File: config.mk
export PLATFORM = sky130hd
export DESIGN_NAME = smcr_regs
export DESIGN_NICKNAME = d
export VERILOG_FILES = /design/src/pkg/smcr_pkg.sv /design/src/core/smcr_regs.sv
export VERILOG_INCLUDE_DIRS = /design/src /design/src/pkg
export SDC_FILE = /design/constraint.sdc
export NUM_CORES = 1
export LEC_CHECK = 0
export BUFFER_PORTS_ARGS = -buffer_cell sky130_fd_sc_hd__buf_2
export CAP_MARGIN = 20
export CORE_MARGIN = 2
export CORE_UTILIZATION = 32
export CTS_CLUSTER_SIZE = 24
export DETAILED_ROUTE_END_ITERATION = 10
export PLACE_DENSITY = 0.5
export REMOVE_ABC_BUFFERS = 1
export SKIP_LAST_GASP = 1
export SYNTH_ARGS = -nofsm -noshare
export SYNTH_HDL_FRONTEND = slang
export SYNTH_SLANG_ARGS = --single-unit
export TNS_END_PERCENT = 20
File: constraint.sdc
create_clock -name CLK_I -period 7.4 [get_ports CLK_I]
set_clock_uncertainty 0.2 [all_clocks]
set_input_delay 1.48 -clock CLK_I [delete_from_list [all_inputs] [get_ports CLK_I]]
set_output_delay 1.48 -clock CLK_I [all_outputs]
set_load 0.02 [all_outputs]
File: src/pkg/smcr_defines.svh
// Offsets, field positions, reset values and counts for the synthesizer
// control register bank. Assumes a 6-bit byte address from the serial front end.
`ifndef SMCR_DEFINES_SVH
`define SMCR_DEFINES_SVH

`define SMCR_ADDR_W 6
`define SMCR_OFF_COMMIT 6'h00
`define SMCR_OFF_INT_LO 6'h06
`define SMCR_OFF_INT_HI_TEST 6'h07
`define SMCR_OFF_CP_CURRENT 6'h09
`define SMCR_OFF_REF_PATH 6'h0a
`define SMCR_OFF_PLL_POWER 6'h0c
`define SMCR_OFF_TX_GATE 6'h0e
`define SMCR_OFF_LOCK_CTRL 6'h17
`define SMCR_OFF_AUTOCAL 6'h18
`define SMCR_OFF_OSC_MON 6'h1b
`define SMCR_OFF_OSC_POWER 6'h1c
`define SMCR_OFF_MOD_POWER 6'h1d
`define SMCR_OFF_ATTEN 6'h1e
`define SMCR_OFF_REVISION 6'h21

`define SMCR_BIT_PLL_PD 2
`define SMCR_BIT_GATE_ATTEN 5
`define SMCR_BIT_GATE_OSC_BUF 4
`define SMCR_BIT_GATE_QUAD_DIV 3
`define SMCR_BIT_GATE_DOUBLER 1
`define SMCR_BIT_GATE_RF_MON 0
`define SMCR_BIT_LOCK_EN 4
`define SMCR_BIT_LOCK_SHORT 3
`define SMCR_BIT_LOCK_FINE 2
`define SMCR_BIT_AUTOCAL_OFF 0
`define SMCR_BIT_EXT_OSC 3
`define SMCR_BIT_MON_PWR 2
`define SMCR_BIT_OSC_PD 5
`define SMCR_BIT_MOD_PWR 0
`define SMCR_BIT_REF_HALF 6
`define SMCR_BIT_REF_DOUBLE 5

`define SMCR_RST_BYTE 8'h00
`define SMCR_RST_INT_HI 4'h0
`define SMCR_RST_TEST 4'h0
`define SMCR_RST_CP 4'h0
`define SMCR_RST_RDIV 5'h00
`define SMCR_RST_ATTEN 6'h00
`define SMCR_RST_MON_LVL 2'h0

`define SMCR_TEST_TRISTATE 4'h0
`define SMCR_TEST_HIGH 4'h1
`define SMCR_TEST_LOW 4'h2
`define SMCR_TEST_REF_HALF 4'hd
`define SMCR_TEST_FB_HALF 4'he

`define SMCR_RDIV_ZERO_RATIO 6'h20
`define SMCR_ATTEN_LOW_MAX 6'h1f
`define SMCR_ATTEN_HIGH_MIN 6'h30
`define SMCR_ATTEN_HIGH_OFFSET 6'h10

`define SMCR_LOCK_CNT_W 12
`define SMCR_LOCK_CNT_LONG 12'hc00
`define SMCR_LOCK_CNT_SHORT 12'h800

`endif

File: src/pkg/smcr_pkg.sv
// Types shared by the synthesizer control register bank.
// Assumes smcr_defines.svh is on the include path.
`include "smcr_defines.svh"

package smcr_pkg;
  typedef logic [`SMCR_ADDR_W-1:0] smcr_addr_t;
  typedef logic [7:0] smcr_byte_t;
  typedef logic [`SMCR_LOCK_CNT_W-1:0] smcr_lock_cnt_t;
  typedef enum logic [1:0] {
    SMCR_LD_OFF,
    SMCR_LD_COUNT,
    SMCR_LD_LOCKED
  } smcr_lock_e;
endpackage : smcr_pkg

File: src/core/smcr_regs.sv
// Synthesizer and modulator control register bank with decoded controls.
// Assumes a serial front end on CLK_I delivering byte writes and reads;
// reference, feedback and transmit-off pins are asynchronous to CLK_I.
//
// Overview of operation
// - Buffered fields commit on offset-zero write
// - Integer word twelve bits across two registers
// - Test output select drives pin per code
// - Charge pump current code, sixteen steps
// - Reference halving stage inserted when set
// - Reference doubler enabled when set
// - Reference divider code zero divides thirty-two
// - PLL power-down bit two
// - Attenuator, buffer, quad divider gated by transmit-off
// - Doubler stage and RF monitor gated similarly
// - Lock detector enable bit
// - Lock count 3072 or 2048 pulses
// - Lock window coarse or fine
// - Autocalibration disable bit
// - External oscillator select bit
// - Oscillator monitor power-up bit
// - Monitor output level code
// - Internal oscillator power-down bit
// - Modulator power-up bit
// - Attenuation code to dB mapping
// - Revision register read-only
// - Offset-zero write starts new acquisition
`timescale 1ns/1ps
`default_nettype none
`include "smcr_defines.svh"

module smcr_regs #(
  parameter logic [7:0] REVISION_CODE = 8'h5a  // Arbitrary value
) (
  input wire logic CLK_I,
  input wire logic RESET_N_I,
  input wire logic REG_WR_I,
  input wire logic REG_RD_I,
  input wire smcr_pkg::smcr_addr_t REG_ADDR_I,
  input wire smcr_pkg::smcr_byte_t REG_WDATA_I,
  output smcr_pkg::smcr_byte_t REG_RDATA_O,
  output logic REG_RVALID_O,
  input wire logic TRANSMIT_OFF_PIN_I,
  input wire logic REF_CLK_I,
  input wire logic FEEDBACK_COMPARE_CLOCK_I,
  input wire logic LOCK_CMP_PULSE_I,
  input wire logic LOCK_IN_WINDOW_I,
  output logic [11:0] INT_WORD_O,
  output logic [3:0] CP_CURRENT_O,
  output logic REF_HALF_EN_O,
  output logic REF_DOUBLE_EN_O,
  output logic [5:0] REF_DIV_RATIO_O,
  output logic ACQ_START_O,
  output logic TEST_OUT_O,
  output logic TEST_OUT_OE_N_O,
  output logic PLL_POWER_DOWN_O,
  output logic ATTEN_EN_O,
  output logic OSC_BUFFER_EN_O,
  output logic QUADRATURE_DIVIDER_EN_O,
  output logic OSC_FREQ_DOUBLER_EN_O,
  output logic RF_OUTPUT_MONITOR_EN_O,
  output logic LOCK_FINE_WINDOW_O,
  output logic LOCK_DETECT_O,
  output logic AUTOCAL_EN_O,
  output logic EXT_OSC_SEL_O,
  output logic MON_POWER_UP_O,
  output logic [1:0] MON_LEVEL_O,
  output logic INT_OSC_POWER_DOWN_O,
  output logic MODULATOR_POWER_UP_O,
  output logic [5:0] ATTEN_DB_O
);
  import smcr_pkg::*;

  function automatic logic wr_hit(input logic wr, input smcr_addr_t a, input smcr_addr_t off);
    wr_hit = wr && (a == off);
  endfunction

  //////////////////////////////////////////////////////////////////////////////
  // Pin synchronisers: three stages, a level counts once stages two and three agree

  localparam int NPIN = 3;
  logic [NPIN-1:0] pin_raw;
  logic [NPIN-1:0] pin_level;
  assign pin_raw = {FEEDBACK_COMPARE_CLOCK_I, REF_CLK_I, TRANSMIT_OFF_PIN_I};

  genvar gi;
  generate
    for (gi = 0; gi < NPIN; gi++) begin : g_sync
      logic s1_reg;
      logic s2_reg;
      logic s3_reg;
      logic lvl_reg;
      always_ff @(posedge CLK_I) begin
        if (!RESET_N_I) begin
          s1_reg <= 1'b0;
          s2_reg <= 1'b0;
          s3_reg <= 1'b0;
          lvl_reg <= 1'b0;
        end else begin
          s1_reg <= pin_raw[gi];
          s2_reg <= s1_reg;
          s3_reg <= s2_reg;
          if (s2_reg == s3_reg) begin
            lvl_reg <= s3_reg;
          end
        end
      end
      assign pin_level[gi] = lvl_reg;
    end
  endgenerate

  logic tx_off;
  assign tx_off = pin_level[0];

  //////////////////////////////////////////////////////////////////////////////
  // Shadow copies, written directly by the host

  logic commit;
  assign commit = wr_hit(REG_WR_I, REG_ADDR_I, `SMCR_OFF_COMMIT);

  smcr_byte_t int_lo_sh_reg;
  logic [3:0] int_hi_sh_reg;
  logic [3:0] cp_sh_reg;
  logic ref_half_sh_reg;
  logic ref_double_sh_reg;
  logic [4:0] rdiv_sh_reg;

  always_ff @(posedge CLK_I) begin
    if (!RESET_N_I) begin
      int_lo_sh_reg <= `SMCR_RST_BYTE;
      int_hi_sh_reg <= `SMCR_RST_INT_HI;
      cp_sh_reg <= `SMCR_RST_CP;
      ref_half_sh_reg <= 1'b0;
      ref_double_sh_reg <= 1'b0;
      rdiv_sh_reg <= `SMCR_RST_RDIV;
    end else begin
      if (wr_hit(REG_WR_I, REG_ADDR_I, `SMCR_OFF_INT_LO)) begin
        int_lo_sh_reg <= REG_WDATA_I;
      end
      if (wr_hit(REG_WR_I, REG_ADDR_I, `SMCR_OFF_INT_HI_TEST)) begin
        int_hi_sh_reg <= REG_WDATA_I[3:0];
      end
      if (wr_hit(REG_WR_I, REG_ADDR_I, `SMCR_OFF_CP_CURRENT)) begin
        cp_sh_reg <= REG_WDATA_I[7:4];
      end
      if (wr_hit(REG_WR_I, REG_ADDR_I, `SMCR_OFF_REF_PATH)) begin
        ref_half_sh_reg <= REG_WDATA_I[`SMCR_BIT_REF_HALF];
        ref_double_sh_reg <= REG_WDATA_I[`SMCR_BIT_REF_DOUBLE];
        rdiv_sh_reg <= REG_WDATA_I[4:0];
      end
    end
  end

  //////////////////////////////////////////////////////////////////////////////
  // Active configuration, loaded only by the commit write

  always_ff @(posedge CLK_I) begin
    if (!RESET_N_I) begin
      INT_WORD_O <= 12'h000;
      CP_CURRENT_O <= `SMCR_RST_CP;
      REF_HALF_EN_O <= 1'b0;
      REF_DOUBLE_EN_O <= 1'b0;
      REF_DIV_RATIO_O <= `SMCR_RDIV_ZERO_RATIO;
    end else if (commit) begin
      INT_WORD_O <= {int_hi_sh_reg, int_lo_sh_reg};
      CP_CURRENT_O <= cp_sh_reg;
      REF_HALF_EN_O <= ref_half_sh_reg;
      REF_DOUBLE_EN_O <= ref_double_sh_reg;
      REF_DIV_RATIO_O <= (rdiv_sh_reg == 5'h00) ? `SMCR_RDIV_ZERO_RATIO
                                                : {1'b0, rdiv_sh_reg};
    end
  end

  always_ff @(posedge CLK_I) begin
    if (!RESET_N_I) begin
      ACQ_START_O <= 1'b0;
    end else begin
      ACQ_START_O <= commit;
    end
  end

  //////////////////////////////////////////////////////////////////////////////
  // Unbuffered fields act on their own write

  logic [3:0] test_sel_reg;
  logic pll_pd_reg;
  logic [4:0] gate_reg;
  logic lock_en_reg;
  logic lock_short_reg;
  logic lock_fine_reg;
  logic autocal_off_reg;
  logic ext_osc_reg;
  logic mon_pwr_reg;
  logic [1:0] mon_lvl_reg;
  logic osc_pd_reg;
  logic mod_pwr_reg;
  logic [5:0] atten_reg;

  always_ff @(posedge CLK_I) begin
    if (!RESET_N_I) begin
      test_sel_reg <= `SMCR_RST_TEST;
      pll_pd_reg <= 1'b0;
      gate_reg <= 5'h00;
      lock_en_reg <= 1'b0;
      lock_short_reg <= 1'b0;
      lock_fine_reg <= 1'b0;
      autocal_off_reg <= 1'b0;
      ext_osc_reg <= 1'b0;
      mon_pwr_reg <= 1'b0;
      mon_lvl_reg <= `SMCR_RST_MON_LVL;
      osc_pd_reg <= 1'b0;
      mod_pwr_reg <= 1'b0;
      atten_reg <= `SMCR_RST_ATTEN;
    end else begin
      if (wr_hit(REG_WR_I, REG_ADDR_I, `SMCR_OFF_INT_HI_TEST)) begin
        test_sel_reg <= REG_WDATA_I[7:4];
      end
      if (wr_hit(REG_WR_I, REG_ADDR_I, `SMCR_OFF_PLL_POWER)) begin
        pll_pd_reg <= REG_WDATA_I[`SMCR_BIT_PLL_PD];
      end
      if (wr_hit(REG_WR_I, REG_ADDR_I, `SMCR_OFF_TX_GATE)) begin
        gate_reg <= {REG_WDATA_I[`SMCR_BIT_GATE_ATTEN], REG_WDATA_I[`SMCR_BIT_GATE_OSC_BUF],
                     REG_WDATA_I[`SMCR_BIT_GATE_QUAD_DIV], REG_WDATA_I[`SMCR_BIT_GATE_DOUBLER],
                     REG_WDATA_I[`SMCR_BIT_GATE_RF_MON]};
      end
      if (wr_hit(REG_WR_I, REG_ADDR_I, `SMCR_OFF_LOCK_CTRL)) begin
        lock_en_reg <= REG_WDATA_I[`SMCR_BIT_LOCK_EN];
        lock_short_reg <= REG_WDATA_I[`SMCR_BIT_LOCK_SHORT];
        lock_fine_reg <= REG_WDATA_I[`SMCR_BIT_LOCK_FINE];
      end
      if (wr_hit(REG_WR_I, REG_ADDR_I, `SMCR_OFF_AUTOCAL)) begin
        autocal_off_reg <= REG_WDATA_I[`SMCR_BIT_AUTOCAL_OFF];
      end
      if (wr_hit(REG_WR_I, REG_ADDR_I, `SMCR_OFF_OSC_MON)) begin
        ext_osc_reg <= REG_WDATA_I[`SMCR_BIT_EXT_OSC];
        mon_pwr_reg <= REG_WDATA_I[`SMCR_BIT_MON_PWR];
        mon_lvl_reg <= REG_WDATA_I[1:0];
      end
      if (wr_hit(REG_WR_I, REG_ADDR_I, `SMCR_OFF_OSC_POWER)) begin
        osc_pd_reg <= REG_WDATA_I[`SMCR_BIT_OSC_PD];
      end
      if (wr_hit(REG_WR_I, REG_ADDR_I, `SMCR_OFF_MOD_POWER)) begin
        mod_pwr_reg <= REG_WDATA_I[`SMCR_BIT_MOD_PWR];
      end
      if (wr_hit(REG_WR_I, REG_ADDR_I, `SMCR_OFF_ATTEN)) begin
        atten_reg <= REG_WDATA_I[5:0];
      end
    end
  end

  //////////////////////////////////////////////////////////////////////////////
  // Decoded controls; the gates follow the synchronised transmit-off level

  always_ff @(posedge CLK_I) begin
    if (!RESET_N_I) begin
      PLL_POWER_DOWN_O <= 1'b0;
      ATTEN_EN_O <= 1'b1;
      OSC_BUFFER_EN_O <= 1'b1;
      QUADRATURE_DIVIDER_EN_O <= 1'b1;
      OSC_FREQ_DOUBLER_EN_O <= 1'b1;
      RF_OUTPUT_MONITOR_EN_O <= 1'b1;
      LOCK_FINE_WINDOW_O <= 1'b0;
      AUTOCAL_EN_O <= 1'b1;
      EXT_OSC_SEL_O <= 1'b0;
      MON_POWER_UP_O <= 1'b0;
      MON_LEVEL_O <= `SMCR_RST_MON_LVL;
      INT_OSC_POWER_DOWN_O <= 1'b0;
      MODULATOR_POWER_UP_O <= 1'b0;
      ATTEN_DB_O <= `SMCR_RST_ATTEN;
    end else begin
      PLL_POWER_DOWN_O <= pll_pd_reg;
      ATTEN_EN_O <= !(gate_reg[4] && tx_off);
      OSC_BUFFER_EN_O <= !(gate_reg[3] && tx_off);
      QUADRATURE_DIVIDER_EN_O <= !(gate_reg[2] && tx_off);
      OSC_FREQ_DOUBLER_EN_O <= !(gate_reg[1] && tx_off);
      RF_OUTPUT_MONITOR_EN_O <= !(gate_reg[0] && tx_off);
      LOCK_FINE_WINDOW_O <= lock_fine_reg;
      AUTOCAL_EN_O <= !autocal_off_reg;
      EXT_OSC_SEL_O <= ext_osc_reg;
      MON_POWER_UP_O <= mon_pwr_reg;
      MON_LEVEL_O <= mon_lvl_reg;
      INT_OSC_POWER_DOWN_O <= osc_pd_reg;
      MODULATOR_POWER_UP_O <= mod_pwr_reg;
      // Codes between the two documented ranges have no defined step; hold 31 dB
      if (atten_reg <= `SMCR_ATTEN_LOW_MAX) begin
        ATTEN_DB_O <= atten_reg;
      end else if (atten_reg >= `SMCR_ATTEN_HIGH_MIN) begin
        ATTEN_DB_O <= atten_reg - `SMCR_ATTEN_HIGH_OFFSET;
      end else begin
        ATTEN_DB_O <= `SMCR_ATTEN_LOW_MAX;
      end
    end
  end

  //////////////////////////////////////////////////////////////////////////////
  // Test output pin: halved clocks toggle on each synchronised rising edge

  logic ref_prev_reg;
  logic fb_prev_reg;
  logic ref_half_reg;
  logic fb_half_reg;

  always_ff @(posedge CLK_I) begin
    if (!RESET_N_I) begin
      ref_prev_reg <= 1'b0;
      fb_prev_reg <= 1'b0;
      ref_half_reg <= 1'b0;
      fb_half_reg <= 1'b0;
    end else begin
      ref_prev_reg <= pin_level[1];
      fb_prev_reg <= pin_level[2];
      if (pin_level[1] && !ref_prev_reg) begin
        ref_half_reg <= !ref_half_reg;
      end
      if (pin_level[2] && !fb_prev_reg) begin
        fb_half_reg <= !fb_half_reg;
      end
    end
  end

  // Undefined select codes leave the pin undriven, the safe choice on a shared net
  always_ff @(posedge CLK_I) begin
    if (!RESET_N_I) begin
      TEST_OUT_O <= 1'b0;
      TEST_OUT_OE_N_O <= 1'b1;
    end else begin
      unique case (test_sel_reg)
        `SMCR_TEST_HIGH: begin
          TEST_OUT_O <= 1'b1;
          TEST_OUT_OE_N_O <= 1'b0;
        end
        `SMCR_TEST_LOW: begin
          TEST_OUT_O <= 1'b0;
          TEST_OUT_OE_N_O <= 1'b0;
        end
        `SMCR_TEST_REF_HALF: begin
          TEST_OUT_O <= ref_half_reg;
          TEST_OUT_OE_N_O <= 1'b0;
        end
        `SMCR_TEST_FB_HALF: begin
          TEST_OUT_O <= fb_half_reg;
          TEST_OUT_OE_N_O <= 1'b0;
        end
        default: begin
          TEST_OUT_O <= 1'b0;
          TEST_OUT_OE_N_O <= 1'b1;
        end
      endcase
    end
  end

  //////////////////////////////////////////////////////////////////////////////
  // Lock detector: consecutive in-window comparisons; a miss or new acquisition restarts

  smcr_lock_e ld_state_reg;
  smcr_lock_cnt_t ld_cnt_reg;
  smcr_lock_cnt_t ld_target;
  assign ld_target = lock_short_reg ? `SMCR_LOCK_CNT_SHORT : `SMCR_LOCK_CNT_LONG;

  always_ff @(posedge CLK_I) begin
    if (!RESET_N_I) begin
      ld_state_reg <= SMCR_LD_OFF;
      ld_cnt_reg <= '0;
    end else if (!lock_en_reg || pll_pd_reg || commit) begin
      ld_state_reg <= lock_en_reg ? SMCR_LD_COUNT : SMCR_LD_OFF;
      ld_cnt_reg <= '0;
    end else begin
      unique case (ld_state_reg)
        SMCR_LD_OFF: begin
          ld_state_reg <= SMCR_LD_COUNT;
        end
        SMCR_LD_COUNT: begin
          if (LOCK_CMP_PULSE_I) begin
            if (!LOCK_IN_WINDOW_I) begin
              ld_cnt_reg <= '0;
            end else if (ld_cnt_reg + 1'b1 >= ld_target) begin
              ld_state_reg <= SMCR_LD_LOCKED;
            end else begin
              ld_cnt_reg <= ld_cnt_reg + 1'b1;
            end
          end
        end
        SMCR_LD_LOCKED: begin
          if (LOCK_CMP_PULSE_I && !LOCK_IN_WINDOW_I) begin
            ld_state_reg <= SMCR_LD_COUNT;
            ld_cnt_reg <= '0;
          end
        end
      endcase
    end
  end

  assign LOCK_DETECT_O = (ld_state_reg == SMCR_LD_LOCKED);

  //////////////////////////////////////////////////////////////////////////////
  // Read-back: shadow values as written; reserved bits and unmapped offsets read zero

  smcr_byte_t rd_next;
  always_comb begin
    rd_next = 8'h00;
    unique case (REG_ADDR_I)
      `SMCR_OFF_INT_LO: rd_next = int_lo_sh_reg;
      `SMCR_OFF_INT_HI_TEST: rd_next = {test_sel_reg, int_hi_sh_reg};
      `SMCR_OFF_CP_CURRENT: rd_next = {cp_sh_reg, 4'h0};
      `SMCR_OFF_REF_PATH: rd_next = {1'b0, ref_half_sh_reg, ref_double_sh_reg, rdiv_sh_reg};
      `SMCR_OFF_PLL_POWER: rd_next[`SMCR_BIT_PLL_PD] = pll_pd_reg;
      `SMCR_OFF_TX_GATE: rd_next = {2'h0, gate_reg[4:2], 1'b0, gate_reg[1:0]};
      `SMCR_OFF_LOCK_CTRL: rd_next = {3'h0, lock_en_reg, lock_short_reg, lock_fine_reg, 2'h0};
      `SMCR_OFF_AUTOCAL: rd_next[`SMCR_BIT_AUTOCAL_OFF] = autocal_off_reg;
      `SMCR_OFF_OSC_MON: rd_next = {4'h0, ext_osc_reg, mon_pwr_reg, mon_lvl_reg};
      `SMCR_OFF_OSC_POWER: rd_next[`SMCR_BIT_OSC_PD] = osc_pd_reg;
      `SMCR_OFF_MOD_POWER: rd_next[`SMCR_BIT_MOD_PWR] = mod_pwr_reg;
      `SMCR_OFF_ATTEN: rd_next = {2'h0, atten_reg};
      `SMCR_OFF_REVISION: rd_next = REVISION_CODE;
      default: rd_next = 8'h00;
    endcase
  end

  always_ff @(posedge CLK_I) begin
    if (!RESET_N_I) begin
      REG_RDATA_O <= 8'h00;
      REG_RVALID_O <= 1'b0;
    end else begin
      REG_RVALID_O <= REG_RD_I;
      if (REG_RD_I) begin
        REG_RDATA_O <= rd_next;
      end
    end
  end

endmodule // smcr_regs
`default_nettype wire

==> metrics.md <==
| Metric | Value |
|---|---|
| Status | complete, no violations |
| Fin Setup TNS | 0 ns |
| Fmax achieved | 284 MHz |
| Root buf cell | clkbuf_16 |
| Grt ovf | 0 |
| Clk buf depth | 2 |
| Routability cong. | 0.927 |
| Pin slew with the least headroom to its limit | 0.993 ns |
| Hold crit path type | reg -> reg |
| Slew margin rel. | between 30% and 40% |
| H-tree depth | 4 |
| Family with the most delay on the worst path | simple AND/OR/NAND/NOR gates |
| Die X | 137 µm |
| Final Util | 40.2% |
| Vias in the first global route | ~4,600 |
| Syn Std Cell Area | 5680 µm² |
| Initial antenna violation count | 0 |
| Critical path buffers and inverters | 3 |
| Clk Latency, worst-skew pair | around 0.42 ns |
| GRT Max-Usage Layer | met2 |
| Residual DRC | 0 |
| Layout area overhead | 22.6% |
| Worst Path Arrival | 3.63 ns |
| Final hold violation count | 0 |
| Core footprint | about 17,000 µm² |
| Critical path's most frequent cell | buf_4 |
| Final period util | a little under half |
| Startpoint Class | input pin |
| Cells after synthesis | 645 |
| Final #Nets | between 700 and 800 |
| Layout cell share with drive strength beyond 1 | 18.7% |
| Post-synth cell types | 57 |
| Final period demand of the worst path | between 3 and 4 ns |
| Most frequent cells in the layout | dfxtp_1 (135), nand2_1 (116), buf_2 (79) |
| GRT met1 Usage | approximately a quarter |
| Slowest cell on crit path | nand3_1 |
| Routed via count | 4,904 |
| I/O Buffers | 79 |
| Diodes inserted | 0 |
| Setup bufs post-CTS | 0 |
| Synth area leaders | dfxtp_1 (48%), a21boi_0 (9.1%), nand2_1 (7.7%) |
| Most common cell after layout, fill and taps aside | dfxtp_1 |
| RSZ-0062 raised after global routing | false |
| Largest net degree at the start of global routing | 117 |
| CP Capture Type | register |
| GR Util met2 | 27.3% |
| Max Slew Vio Count | 0 |
| Die area | 18,800 µm² |
| HPWL after DPL | 10,800 µm |
| Detailed Routing Iterations Pass 1 | 5 |
| Std-Cell Rows | 48 |
| Leakage | 2.56 nW |
| Filler instances | 1,743 |
| Max_cap viols | 0 |
| Synth Flop Type | dfxtp_1 |
| Peak supply drop | 0.167 mV |
| Crit-path cells | buf_2, buf_4, and2_1, and3_1, buf_4, nor2_1, nand3_1, and2b_1 |
| WL per Instance | approximately 17 µm |
| Syn_area_per_cell | 8.80 µm² |
| Initial Util | 32.8% |
| Cell Pwr Density | 254 nW/µm² |
| Vias per std cell | 5.15 |
| Hold_buf cts | 0 |
| Ports | 80 |
| Crit-path max FO | 52 |
| Register area share after synthesis | 47.6% |
| Die height | 137 µm |
| Synth async-reset ratio | 0% |
| Total GRT Usage | approximately 18% |
| Area share of the largest cell type after synthesis | 47.6% |
| # setup viols final | 0 |
| Starting DRT DRC Count | 364 |
| Clk pin slew, worst setup/hold paths | 0.06 ns |
| CTS Sinks | 135 |
| Routed Antenna Nets | 0 |
| Drt total wl | ~16,000 µm |
| WP data required | 7.51 ns |
| Post-CTS sizing | 0 |
| Setup CP Type | in -> reg |
| Grt met3 use | 4.56% |
| Yosys reg bits | 135 |
| Warnings from Yosys | 0 |
| CTS tree | built |
| Post-synth EDFFs | 0 |
| Num CTS Buffers | 17 |
| Slowest stage delay, CP | 0.46 ns |
| Total power | ~0.0018 W |
| Global-route wire length before repair | 25,400 µm |
| Synth area leader | dfxtp_1 |
worst paths after layout:
| path | cells past startpoint | endpoint | slack (ns) | start |
|---|---|---|---|---|
| setup / recovery | 8 | ld_state_reg[1]$_SDFFE_PN0P_ | 3.88 | REG_WR_I |
| hold / removal | 1 | AUTOCAL_EN_O$_SDFF_PN1_ | 0.20 | autocal_off_reg$_SDFFE_PN0P_ |
| setup reg to reg | 10 | ld_state_reg[0]$_SDFFE_PN0P_ | 4.06 | ld_cnt_reg[0]$_SDFFE_PP0P_ |
| hold reg to reg | 1 | AUTOCAL_EN_O$_SDFF_PN1_ | 0.20 | autocal_off_reg$_SDFFE_PN0P_ |
final cells by class:
type	instances	area [µm²]	share of cell area [%]
clock buffer	21	460	6.61
clock inverter	11	220	3.16
inverter	11	41.3	0.593
multi-input combinational	462	2790	40.1
sequential	135	2700	38.8
tap	225	282	4.04
timing repair buffer	88	463	6.65
logic make-up (layout without fill, tap and decap cells):
group / after synthesis / count (layout) / share of synthesized area (%)
DFF: 135 / 135 / 47.6
buffers and inverters: 48 / 131 / 3.22
muxes: 9 / 9 / 1.63
and+or+nand+nor: 280 / 280 / 24.0
AOI/OAI and AO/OA: 161 / 161 / 21.4
adders and majority gates: 5 / 5 / 1.10
xor gates and xnor gates: 7 / 7 / 1.08
worst register-to-register path, delay by kind of cell (launching register included):
family	cells	cell delay, ns
AO/OA/AOI/OAI	4	0.86
XOR/XNOR	1	0.12
flip-flops	1	0.42
AND/OR/NAND/NOR	3	1.00
adder cells (fa/ha/maj)	2	0.62
stage by stage:
step	cell area (µm²)	worst slack [ns]	hold WS (ns)	std cells
after floorplan	5540	3.79	0.171	608
after global placement	6280	3.56	0.192	921
after detailed placement	6280	3.51	0.194	921
after CTS	6960	3.94	0.208	953
after global routing	6960	3.69	0.238	953
final	6960	3.88	0.204	953
report_power, final:
part | leakage, nW | internal, W | switching (W)
sequential | 1.09 | 0.000733 | 0.00000335
combinational | 1.14 | 0.0000203 | 0.0000405
clock | 0.320 | 0.000651 | 0.000320
cells in the mapped netlist, drive strengths merged, types with 6 or more instances:
cell    number
nand3       63
a21boi      70
nor2        27
a31oi        8
nor2b       10
clkbuf      34
o211ai      10
nand2b       7
a22oi        9
o21ai       16
mux2i        7
nor3         6
dfxtp      135
a21oi       13
nand2      117
inv         11
a221oi      11
and2        25
and3         7
layer usage:
| metal | share of wire [%] | routed length (µm) |
|---|---|---|
| met1 | 48 | 7560 |
| met2 | 46 | 7260 |
| met3 | 5.1 | 806 |
| met4 | 1.4 | 214 |
| met5 | 0 | 0 |
Power figures use the tool's default switching activity.
